**src/hdl/hbp_defs.svh**
```systemverilog
`ifndef HBP_DEFS_SVH
`define HBP_DEFS_SVH

// host mode select pin codes
`define HBP_MODE_CODE_ASYNC 3'h0
`define HBP_MODE_CODE_SYNC 3'h1
`define HBP_MODE_CODE_ASYNC_ACK 3'h2

// address field positions
`define HBP_ADDR_W 11
`define HBP_REG_ADDR_MSB 7
`define HBP_CHIP_LSB 8
`define HBP_CHIP_MSB 10

// synchroniser vector layout (inputs from the host pins)
`define HBP_SYN_W 30
`define HBP_SYN_CS 29
`define HBP_SYN_RD 28
`define HBP_SYN_WR 27
`define HBP_SYN_LATCH 26
`define HBP_SYN_HCLK 25
`define HBP_SYN_ADDR_MSB 24
`define HBP_SYN_ADDR_LSB 14
`define HBP_SYN_DATA_MSB 13
`define HBP_SYN_DATA_LSB 6
`define HBP_SYN_MODE_MSB 5
`define HBP_SYN_MODE_LSB 3
`define HBP_SYN_CHIP_MSB 2
`define HBP_SYN_CHIP_LSB 0
// idle pin levels: select, read and write strobes high
`define HBP_SYN_RST {3'h7, 27'h0000000}

// reset values
`define HBP_COMPLETION_RST 1'h1
`define HBP_BYTE_RST 8'h00

// timing
`define HBP_CLK_PERIOD_NS 4
`define HBP_ACK_MAX_NS 150
`define HBP_ACK_MAX_CYC (`HBP_ACK_MAX_NS / `HBP_CLK_PERIOD_NS)
`define HBP_SYNC_STAGES 2

`endif

```
**src/hdl/hbp_pkg.sv**
```systemverilog
package hbp_pkg;

    typedef enum logic [1:0] {
        MODE_NONE,
        MODE_ASYNC,
        MODE_SYNC,
        MODE_ASYNC_ACK
    } hbp_mode_t;

    typedef enum logic [2:0] {
        ST_IDLE,
        ST_ACCESS,
        ST_CAPTURE,
        ST_DONE,
        ST_HOLD
    } hbp_state_t;

    typedef struct packed {
        hbp_state_t state;
        logic is_read;
        logic hclk_prev;
        logic [7:0] reg_addr;
        logic [7:0] wdata;
        logic reg_wr;
        logic reg_rd;
        logic [7:0] dout;
        logic oe;
        logic done_n;
    } hbp_top_st_t;

    typedef struct packed {
        logic [7:0] held;
    } hbp_latch_st_t;

endpackage

```
**src/hdl/hbp_addr_if.sv**
```systemverilog
interface hbp_addr_if;
    logic [7:0] raw_addr;
    logic pin_level;
    logic [7:0] sel_addr;

    modport ctl (
        output raw_addr,
        output pin_level,
        input sel_addr
    );

    modport lat (
        input raw_addr,
        input pin_level,
        output sel_addr
    );
endinterface

```
**src/hdl/hbp_sync.sv**
```systemverilog
module hbp_sync #(
    parameter int W = 1,
    parameter logic [W-1:0] RST = '0
) (
    input wire logic i_ref_clk,
    input wire logic i_rst_n,
    input wire logic i_ce,
    input wire logic [W-1:0] i_d,
    output logic [W-1:0] o_q
);
    typedef struct packed {
        logic [W-1:0] s1;
        logic [W-1:0] s2;
    } hbp_sync_st_t;

    hbp_sync_st_t st_reg;
    hbp_sync_st_t st_next;

    // first stage feeds only the second stage
    always_comb begin
        st_next.s1 = i_d;
        st_next.s2 = st_reg.s1;
    end

    always_ff @(posedge i_ref_clk) begin
        if (!i_rst_n) begin
            st_reg <= {RST, RST};
        end else if (i_ce) begin
            st_reg <= st_next;
        end
    end

    assign o_q = st_reg.s2;
endmodule

```
**src/hdl/hbp_addr_latch.sv**
```systemverilog
`include "hbp_defs.svh"

module hbp_addr_latch (
    input wire logic i_ref_clk,
    input wire logic i_rst_n,
    input wire logic i_ce,
    hbp_addr_if.lat a
);
    hbp_pkg::hbp_latch_st_t st_reg;
    hbp_pkg::hbp_latch_st_t st_next;

    // capture on fall
    // the held copy follows while the pin is high, so the falling edge
    // freezes the last transparent value; one path serves all three modes
    always_comb begin
        st_next = st_reg;
        if (a.pin_level) begin
            st_next.held = a.raw_addr;
        end
    end

    always_ff @(posedge i_ref_clk) begin
        if (!i_rst_n) begin
            st_reg <= '{held: `HBP_BYTE_RST};
        end else if (i_ce) begin
            st_reg <= st_next;
        end
    end

    // transparent while high
    assign a.sel_addr = a.pin_level ? a.raw_addr : st_reg.held;
endmodule

```
**src/hdl/hbp_host_port.sv**
```systemverilog
`include "hbp_defs.svh"

// Operation
// host drives the 11-bit address and pulls chip select low together.
// all strobes are ignored unless chip select is low.
// in async mode the address stage is transparent while latch pin high.
// falling latch pin captures the address for the rest of the cycle.
// read strobe low marks a read; data bus drivers present the register.
// after read strobe falls, completion goes low with valid read data.
// host ends an async read by raising read strobe after completion.
// host places write data after latching address, before write strobe.
// write strobe low with chip select low makes a write cycle.
// write data is stored before completion is asserted low.
// latch pin tied high keeps the address path transparent.
// in sync mode the address is latched when transfer_start falls.
// in sync mode direction pin high reads, low writes.
// in sync mode transfer_ack_n falls once data is valid or stored.
// host ends a sync cycle by raising the strobe after acknowledge.
// async completion within 150 ns of read strobe.
// async completion within 150 ns of write strobe.
// host waits 30 ns after chip select before any async strobe.
// sync acknowledge within 150 ns of access strobe.
// host lowers chip select no later than transfer_start falls.
// data_ack_n answers data_strobe_n within 150 ns.
// host asserts data_strobe_n 30 ns after select; addr_strobe_n on latch.
// handshake style chosen by the three host_mode_select pins.
// sync mode samples and answers on host_sync_clock edges.
// top three address bits are decoded as a chip select.
// data bus driven only during a selected read with strobe asserted.
// completion released when strobe or chip select returns high.
module hbp_host_port (
    input wire logic i_ref_clk,
    input wire logic i_rst_n,
    input wire logic i_ce,
    input wire logic [2:0] i_host_mode_select,
    input wire logic [2:0] i_chip_id,
    input wire logic i_cs_n,
    input wire logic [10:0] i_addr,
    input wire logic i_latch_or_start_pin,
    input wire logic i_rd_strobe_pin,
    input wire logic i_wr_rnw_pin,
    input wire logic i_host_sync_clock,
    input wire logic [7:0] i_data,
    output logic [7:0] o_data,
    output logic o_data_oe,
    output logic o_completion_pin,
    output logic [7:0] o_reg_addr,
    output logic o_reg_wr,
    output logic o_reg_rd,
    output logic [7:0] o_reg_wdata,
    input wire logic [7:0] i_reg_rdata
);
    localparam hbp_pkg::hbp_top_st_t ST_RST = '{
        state: hbp_pkg::ST_IDLE,
        is_read: 1'h0,
        hclk_prev: 1'h0,
        reg_addr: `HBP_BYTE_RST,
        wdata: `HBP_BYTE_RST,
        reg_wr: 1'h0,
        reg_rd: 1'h0,
        dout: `HBP_BYTE_RST,
        oe: 1'h0,
        done_n: `HBP_COMPLETION_RST
    };
    localparam int ACK_BOUND = `HBP_ACK_MAX_CYC - `HBP_SYNC_STAGES;

    function automatic hbp_pkg::hbp_mode_t decode_mode(
        input logic [2:0] code
    );
        hbp_pkg::hbp_mode_t m;
        unique case (code)
            `HBP_MODE_CODE_ASYNC: m = hbp_pkg::MODE_ASYNC;
            `HBP_MODE_CODE_SYNC: m = hbp_pkg::MODE_SYNC;
            `HBP_MODE_CODE_ASYNC_ACK: m = hbp_pkg::MODE_ASYNC_ACK;
            default: m = hbp_pkg::MODE_NONE;
        endcase
        return m;
    endfunction

    hbp_pkg::hbp_top_st_t st_reg;
    hbp_pkg::hbp_top_st_t st_next;

    logic [`HBP_SYN_W-1:0] raw_vec;
    logic [`HBP_SYN_W-1:0] syn_vec;
    logic cs_q;
    logic rd_q;
    logic wr_q;
    logic hclk_q;
    logic [7:0] data_q;
    logic chip_hit;
    logic hclk_rise;
    logic tick;
    logic strobe_on;
    logic sel_ok;
    logic req_live;
    hbp_pkg::hbp_mode_t mode_q;

    // every host pin is asynchronous to i_ref_clk
    assign raw_vec = {i_cs_n, i_rd_strobe_pin, i_wr_rnw_pin,
                      i_latch_or_start_pin, i_host_sync_clock, i_addr,
                      i_data, i_host_mode_select, i_chip_id};

    hbp_sync #(
        .W(`HBP_SYN_W),
        .RST(`HBP_SYN_RST)
    ) u_sync (
        .i_ref_clk(i_ref_clk),
        .i_rst_n(i_rst_n),
        .i_ce(i_ce),
        .i_d(raw_vec),
        .o_q(syn_vec)
    );

    assign cs_q = syn_vec[`HBP_SYN_CS];
    assign rd_q = syn_vec[`HBP_SYN_RD];
    assign wr_q = syn_vec[`HBP_SYN_WR];
    assign hclk_q = syn_vec[`HBP_SYN_HCLK];
    assign data_q = syn_vec[`HBP_SYN_DATA_MSB:`HBP_SYN_DATA_LSB];

    // mode from pins
    assign mode_q = decode_mode(
        syn_vec[`HBP_SYN_MODE_MSB:`HBP_SYN_MODE_LSB]);

    // upper address decode
    assign chip_hit = syn_vec[`HBP_SYN_ADDR_LSB + `HBP_CHIP_MSB:
                              `HBP_SYN_ADDR_LSB + `HBP_CHIP_LSB]
                      == syn_vec[`HBP_SYN_CHIP_MSB:`HBP_SYN_CHIP_LSB];

    // host clock timing
    // sync mode accepts a strobe and asserts completion only on host clock rising edges
    assign hclk_rise = hclk_q & ~st_reg.hclk_prev;
    assign tick = (mode_q == hbp_pkg::MODE_SYNC) ? hclk_rise : 1'h1;

    // either async strobe
    assign strobe_on = (mode_q == hbp_pkg::MODE_ASYNC) ? (!rd_q || !wr_q)
                                                       : !rd_q;
    // select gates strobes
    assign sel_ok = !cs_q && chip_hit && (mode_q != hbp_pkg::MODE_NONE);
    assign req_live = sel_ok && strobe_on;

    hbp_addr_if a_if ();

    assign a_if.raw_addr = syn_vec[`HBP_SYN_ADDR_LSB + `HBP_REG_ADDR_MSB:
                                   `HBP_SYN_ADDR_LSB];
    // latch pin may stay high
    assign a_if.pin_level = syn_vec[`HBP_SYN_LATCH];

    // start fall latches
    hbp_addr_latch u_latch (
        .i_ref_clk(i_ref_clk),
        .i_rst_n(i_rst_n),
        .i_ce(i_ce),
        .a(a_if.lat)
    );

    always_comb begin
        st_next = st_reg;
        st_next.hclk_prev = hclk_q;
        st_next.reg_wr = 1'h0;
        st_next.reg_rd = 1'h0;
        // drivers off early
        if (!req_live) begin
            st_next.oe = 1'h0;
        end
        unique case (st_reg.state)
            hbp_pkg::ST_IDLE: begin
                if (tick && req_live) begin
                    // direction pin
                    if (mode_q == hbp_pkg::MODE_ASYNC) begin
                        st_next.is_read = !rd_q;
                    end else begin
                        st_next.is_read = wr_q;
                    end
                    st_next.reg_addr = a_if.sel_addr;
                    st_next.wdata = data_q;
                    st_next.state = hbp_pkg::ST_ACCESS;
                end
            end
            hbp_pkg::ST_ACCESS: begin
                // store before done
                st_next.reg_rd = st_reg.is_read;
                st_next.reg_wr = !st_reg.is_read;
                st_next.state = hbp_pkg::ST_CAPTURE;
            end
            hbp_pkg::ST_CAPTURE: begin
                // present read data
                if (st_reg.is_read) begin
                    st_next.dout = i_reg_rdata;
                    st_next.oe = req_live;
                end
                st_next.state = hbp_pkg::ST_DONE;
            end
            hbp_pkg::ST_DONE: begin
                // an aborted strobe gets no answer; the write has landed
                if (!req_live) begin
                    st_next.state = hbp_pkg::ST_IDLE;
                end else if (tick) begin
                    // completion low
                    // ack on host edge
                    st_next.done_n = 1'h0;
                    st_next.state = hbp_pkg::ST_HOLD;
                end
            end
            hbp_pkg::ST_HOLD: begin
                // release on strobe end
                if (!req_live) begin
                    st_next.done_n = 1'h1;
                    st_next.oe = 1'h0;
                    st_next.state = hbp_pkg::ST_IDLE;
                end
            end
            default: begin
                st_next = ST_RST;
            end
        endcase
    end

    always_ff @(posedge i_ref_clk) begin
        if (!i_rst_n) begin
            st_reg <= ST_RST;
        end else if (i_ce) begin
            st_reg <= st_next;
        end
    end

    assign o_data = st_reg.dout;
    assign o_data_oe = st_reg.oe;
    assign o_completion_pin = st_reg.done_n;
    assign o_reg_addr = st_reg.reg_addr;
    assign o_reg_wr = st_reg.reg_wr;
    assign o_reg_rd = st_reg.reg_rd;
    assign o_reg_wdata = st_reg.wdata;

    // answer time
    // counts cycles from the synchronised strobe to completion
    // frozen with the rest of the state while the enable is low
    logic [5:0] wait_cnt;
    always_ff @(posedge i_ref_clk) begin
        if (!i_rst_n) begin
            wait_cnt <= 6'h00;
        end else if (i_ce) begin
            if (req_live && st_reg.done_n) begin
                wait_cnt <= wait_cnt + 6'h01;
            end else begin
                wait_cnt <= 6'h00;
            end
        end
    end
endmodule

```
**config.mk**
```make
export PLATFORM = sky130hd
export DESIGN_NAME = hbp_host_port
export DESIGN_NICKNAME = d
export VERILOG_FILES = /design/src/hdl/hbp_pkg.sv /design/src/hdl/hbp_addr_if.sv /design/src/hdl/hbp_sync.sv /design/src/hdl/hbp_addr_latch.sv /design/src/hdl/hbp_host_port.sv
export VERILOG_INCLUDE_DIRS = /design/src /design/src/hdl
export SDC_FILE = /design/constraint.sdc
export NUM_CORES = 1
export LEC_CHECK = 0
export ABC_CLOCK_PERIOD_IN_PS = 3800
export BUFFER_PORTS_ARGS = -buffer_cell sky130_fd_sc_hd__buf_2
export CAP_MARGIN = 20
export CORE_ASPECT_RATIO = 0.9
export CORE_UTILIZATION = 60
export DETAILED_ROUTE_END_ITERATION = 10
export GPL_ROUTABILITY_DRIVEN = 0
export PLACE_DENSITY = 0.84
export SETUP_SLACK_MARGIN = 0.3
export SLEW_MARGIN = 20
export SYNTH_ARGS = -nofsm -noshare
export SYNTH_HDL_FRONTEND = slang
export SYNTH_SLANG_ARGS = --single-unit
```
**constraint.sdc**
```tcl
create_clock -name i_ref_clk -period 3.8 [get_ports i_ref_clk]
set_input_delay 0.38 -clock i_ref_clk [delete_from_list [all_inputs] [get_ports i_ref_clk]]
set_output_delay 0.38 -clock i_ref_clk [all_outputs]
set_load 0.01 [all_outputs]
```
==> impl_metrics.toml <==
[place]
post_dp_cell_area_um2 = 4330
port_buffers = 68
dp_hpwl_mm = 5.08
placed_cells = 549
pre_cts_ws_ns = 1.61

[cts]
path_clk_slew_ns = 0.08
ctsLongestPathBuffers = 2
insertion_delay_ns = 0.36
post_cts_resized = 0
cts_buffers = 9
cts_hold_repair.buffers = 0
cts_tree = "built"
cts_setup_buffers = 0
htree_levels = 3
cts.sinks = 101
root_buffer = "clkbuf_8"

[synth]
synth_ff_type = "dfxtp_1"
synth_fa_ha_area_frac = 0.00238
syn-num-nets = 485
synth.avg_cell_area_um2 = 9.47
ys_seq_elements = 101
synthXorXnorAreaFrac = 0.00625
synth_compound_area_frac = 0.0575
synth_enable_flop_cells = 0
synth.distinct_cells = 37
ys_seq_area_frac = 0.481
synthSimpleGateAreaFrac = 0.159
netlist_instances = 444
synthMuxAreaShare = 0.210
ys.warnings.count = 0
async_flop_share = 0
syn_area_um2 = 4200
synth_top_family_by_area = "multiplexers"

[sta]
tightest_slew_ns = 0.849
finalSetupViolations = 0
skew_ns = 0.00821
setup_tns_ns = 0
hold_violations = 0
fin_crit_sh = 0.547
slew_viol_final = 0
layout_setup_ws_ns = 1.72
max_slew_margin = 0.434
fmax_ghz = 0.481
period_needed_ns = 2.08
rsz0062_at_grt = "false"

[layout]
final_cell_mix = "dfxtp_1 (101), mux2i_1 (77), buf_2 (67), nand2_1 (66), nor2_1 (58)"
fin_area_um2 = 4520
drive_gt1_frac = 0.213
nets = 511
areaGrowthSynthToFinish_pct = 7.47
fillers = 522
area.sequential_um2 = 2020
final_common_cell = "dfxtp_1"
layout.cells.non_filler = 565
diodes = 0
multi_input_area_um2 = 1830

[grt]
grt_max_degree = 61
grt_pass1_vias = 2649
grt_first_pass_wirelength_mm = 12.4
antenna_found_initial = 0
grt_overflow = 0
track_usage = 0.213

[route]
vias = 3020
wirelength_mm = 7.65
firstDrtPassIters = 4
avgRoutedWirePerCell_um = 13.5
drtIter0Drc = 188
vias_per_cell = 5.35
ant_nets = 0
drc_errors = 0

[critical_path]
cp.arrival_ns = 2.36
crit_path_end_kind = "register"
criticalPathCategory = "register to register"
start_kind = "register"
cp_max_fo = 17
critPathRequiredTime_ns = 4.08

[power]
power_density_nw_per_um2 = 413
vdd_drop_max_v = 0.000294
leakagePower_nw = 1.94

[run_status]
outcome = "completed"

[floorplanning]
die_h_um = 81.4
die_area_um2 = 7340
rows = 28
dieWidth_um = 90.2
core_area_um2 = 6660
floorplan.initialDensity = 0.631
pin_count = 69

[flow_run]
drv_cap = 0

[worst_hold_path]
min_path_type = "primary input to register"
synth_stat cells (2+ instances only):
cell,count,area (µm²)
nand2b_1,5,31.3
o21ai_0,2,10.0
o41ai_1,2,17.5
nor2_1,58,218
nand4_1,2,12.5
buf_12,2,40.0
mux2_2,10,113
nand3_1,20,100
mux2i_1,77,771
xnor2_1,2,17.5
nand2_1,66,248
buf_2,6,30.0
buf_4,24,180
dfxtp_1,101,2020
a21oi_1,20,100
a31oi_1,3,18.8
nor3_1,3,15.0
clkbuf_1,16,60.1
inv_1,2,7.51
buf_1,6,22.5
cells by family after synthesis:
group           Yosys count
flops                   101
xor+xnor                  3
simple gates            159
buf+inv                  57
compound gates           36
mux                      87
fa+ha+maj                 1
metrics by stage:
step | total power, mW | util | hold slack (ns)
after floorplan | 1.23 | - | 0.432
after global routing | 1.95 | 0.679 | 0.226
after CTS | 1.88 | 0.679 | 0.232
after detailed placement | 1.27 | 0.650 | 0.442
final | 1.86 | 0.679 | 0.236
after global placement | 1.26 | 0.650 | 0.435
per-layer routing:
metal / up-vias / share of wire / global-route usage
met5: - / 0 / 0
met4: 0 / 0.0065 / 0.0645
met3: 4 / 0.056 / 0.0618
met2: 87 / 0.46 / 0.334
met1: 1402 / 0.48 / 0.287
li1: 1527 / - / -
layout make-up:
cell class / instances / share of cell area
well taps: 90 / 0.0249
flip-flops and latches: 101 / 0.448
repair buffers: 70 / 0.0792
inverters: 2 / 0.00166
clock inverters: 3 / 0.00416
clock buffers: 13 / 0.0374
multi-input cells: 286 / 0.405
critical path, cell delays in order (launching register included):
cell and delay, ns:
dfxtp_1 0.39, o41ai_1 0.49, and3_1 0.39, and4_4 0.48, mux2i_1 0.25
power by group:
part / leakage (nW) / internal [mW] / switching [mW]
Combinational: 1.02 / 0.0593 / 0.0704
Sequential: 0.822 / 1.09 / 0.0225
Clock: 0.0994 / 0.291 / 0.332
final timing paths:
kind         cells past startpoint  slack [ns]          start                 end
max                              4        1.72  u_sync.o_q[3]      o_reg_wdata[4]
min reg2reg                      2        0.45      o_data[4]           o_data[4]
min                              3        0.24   i_wr_rnw_pin  u_sync.st_next[27]
max reg2reg                      4        1.72  u_sync.o_q[3]      o_reg_wdata[4]
No activity file was read; power rests on OpenSTA's default activity.
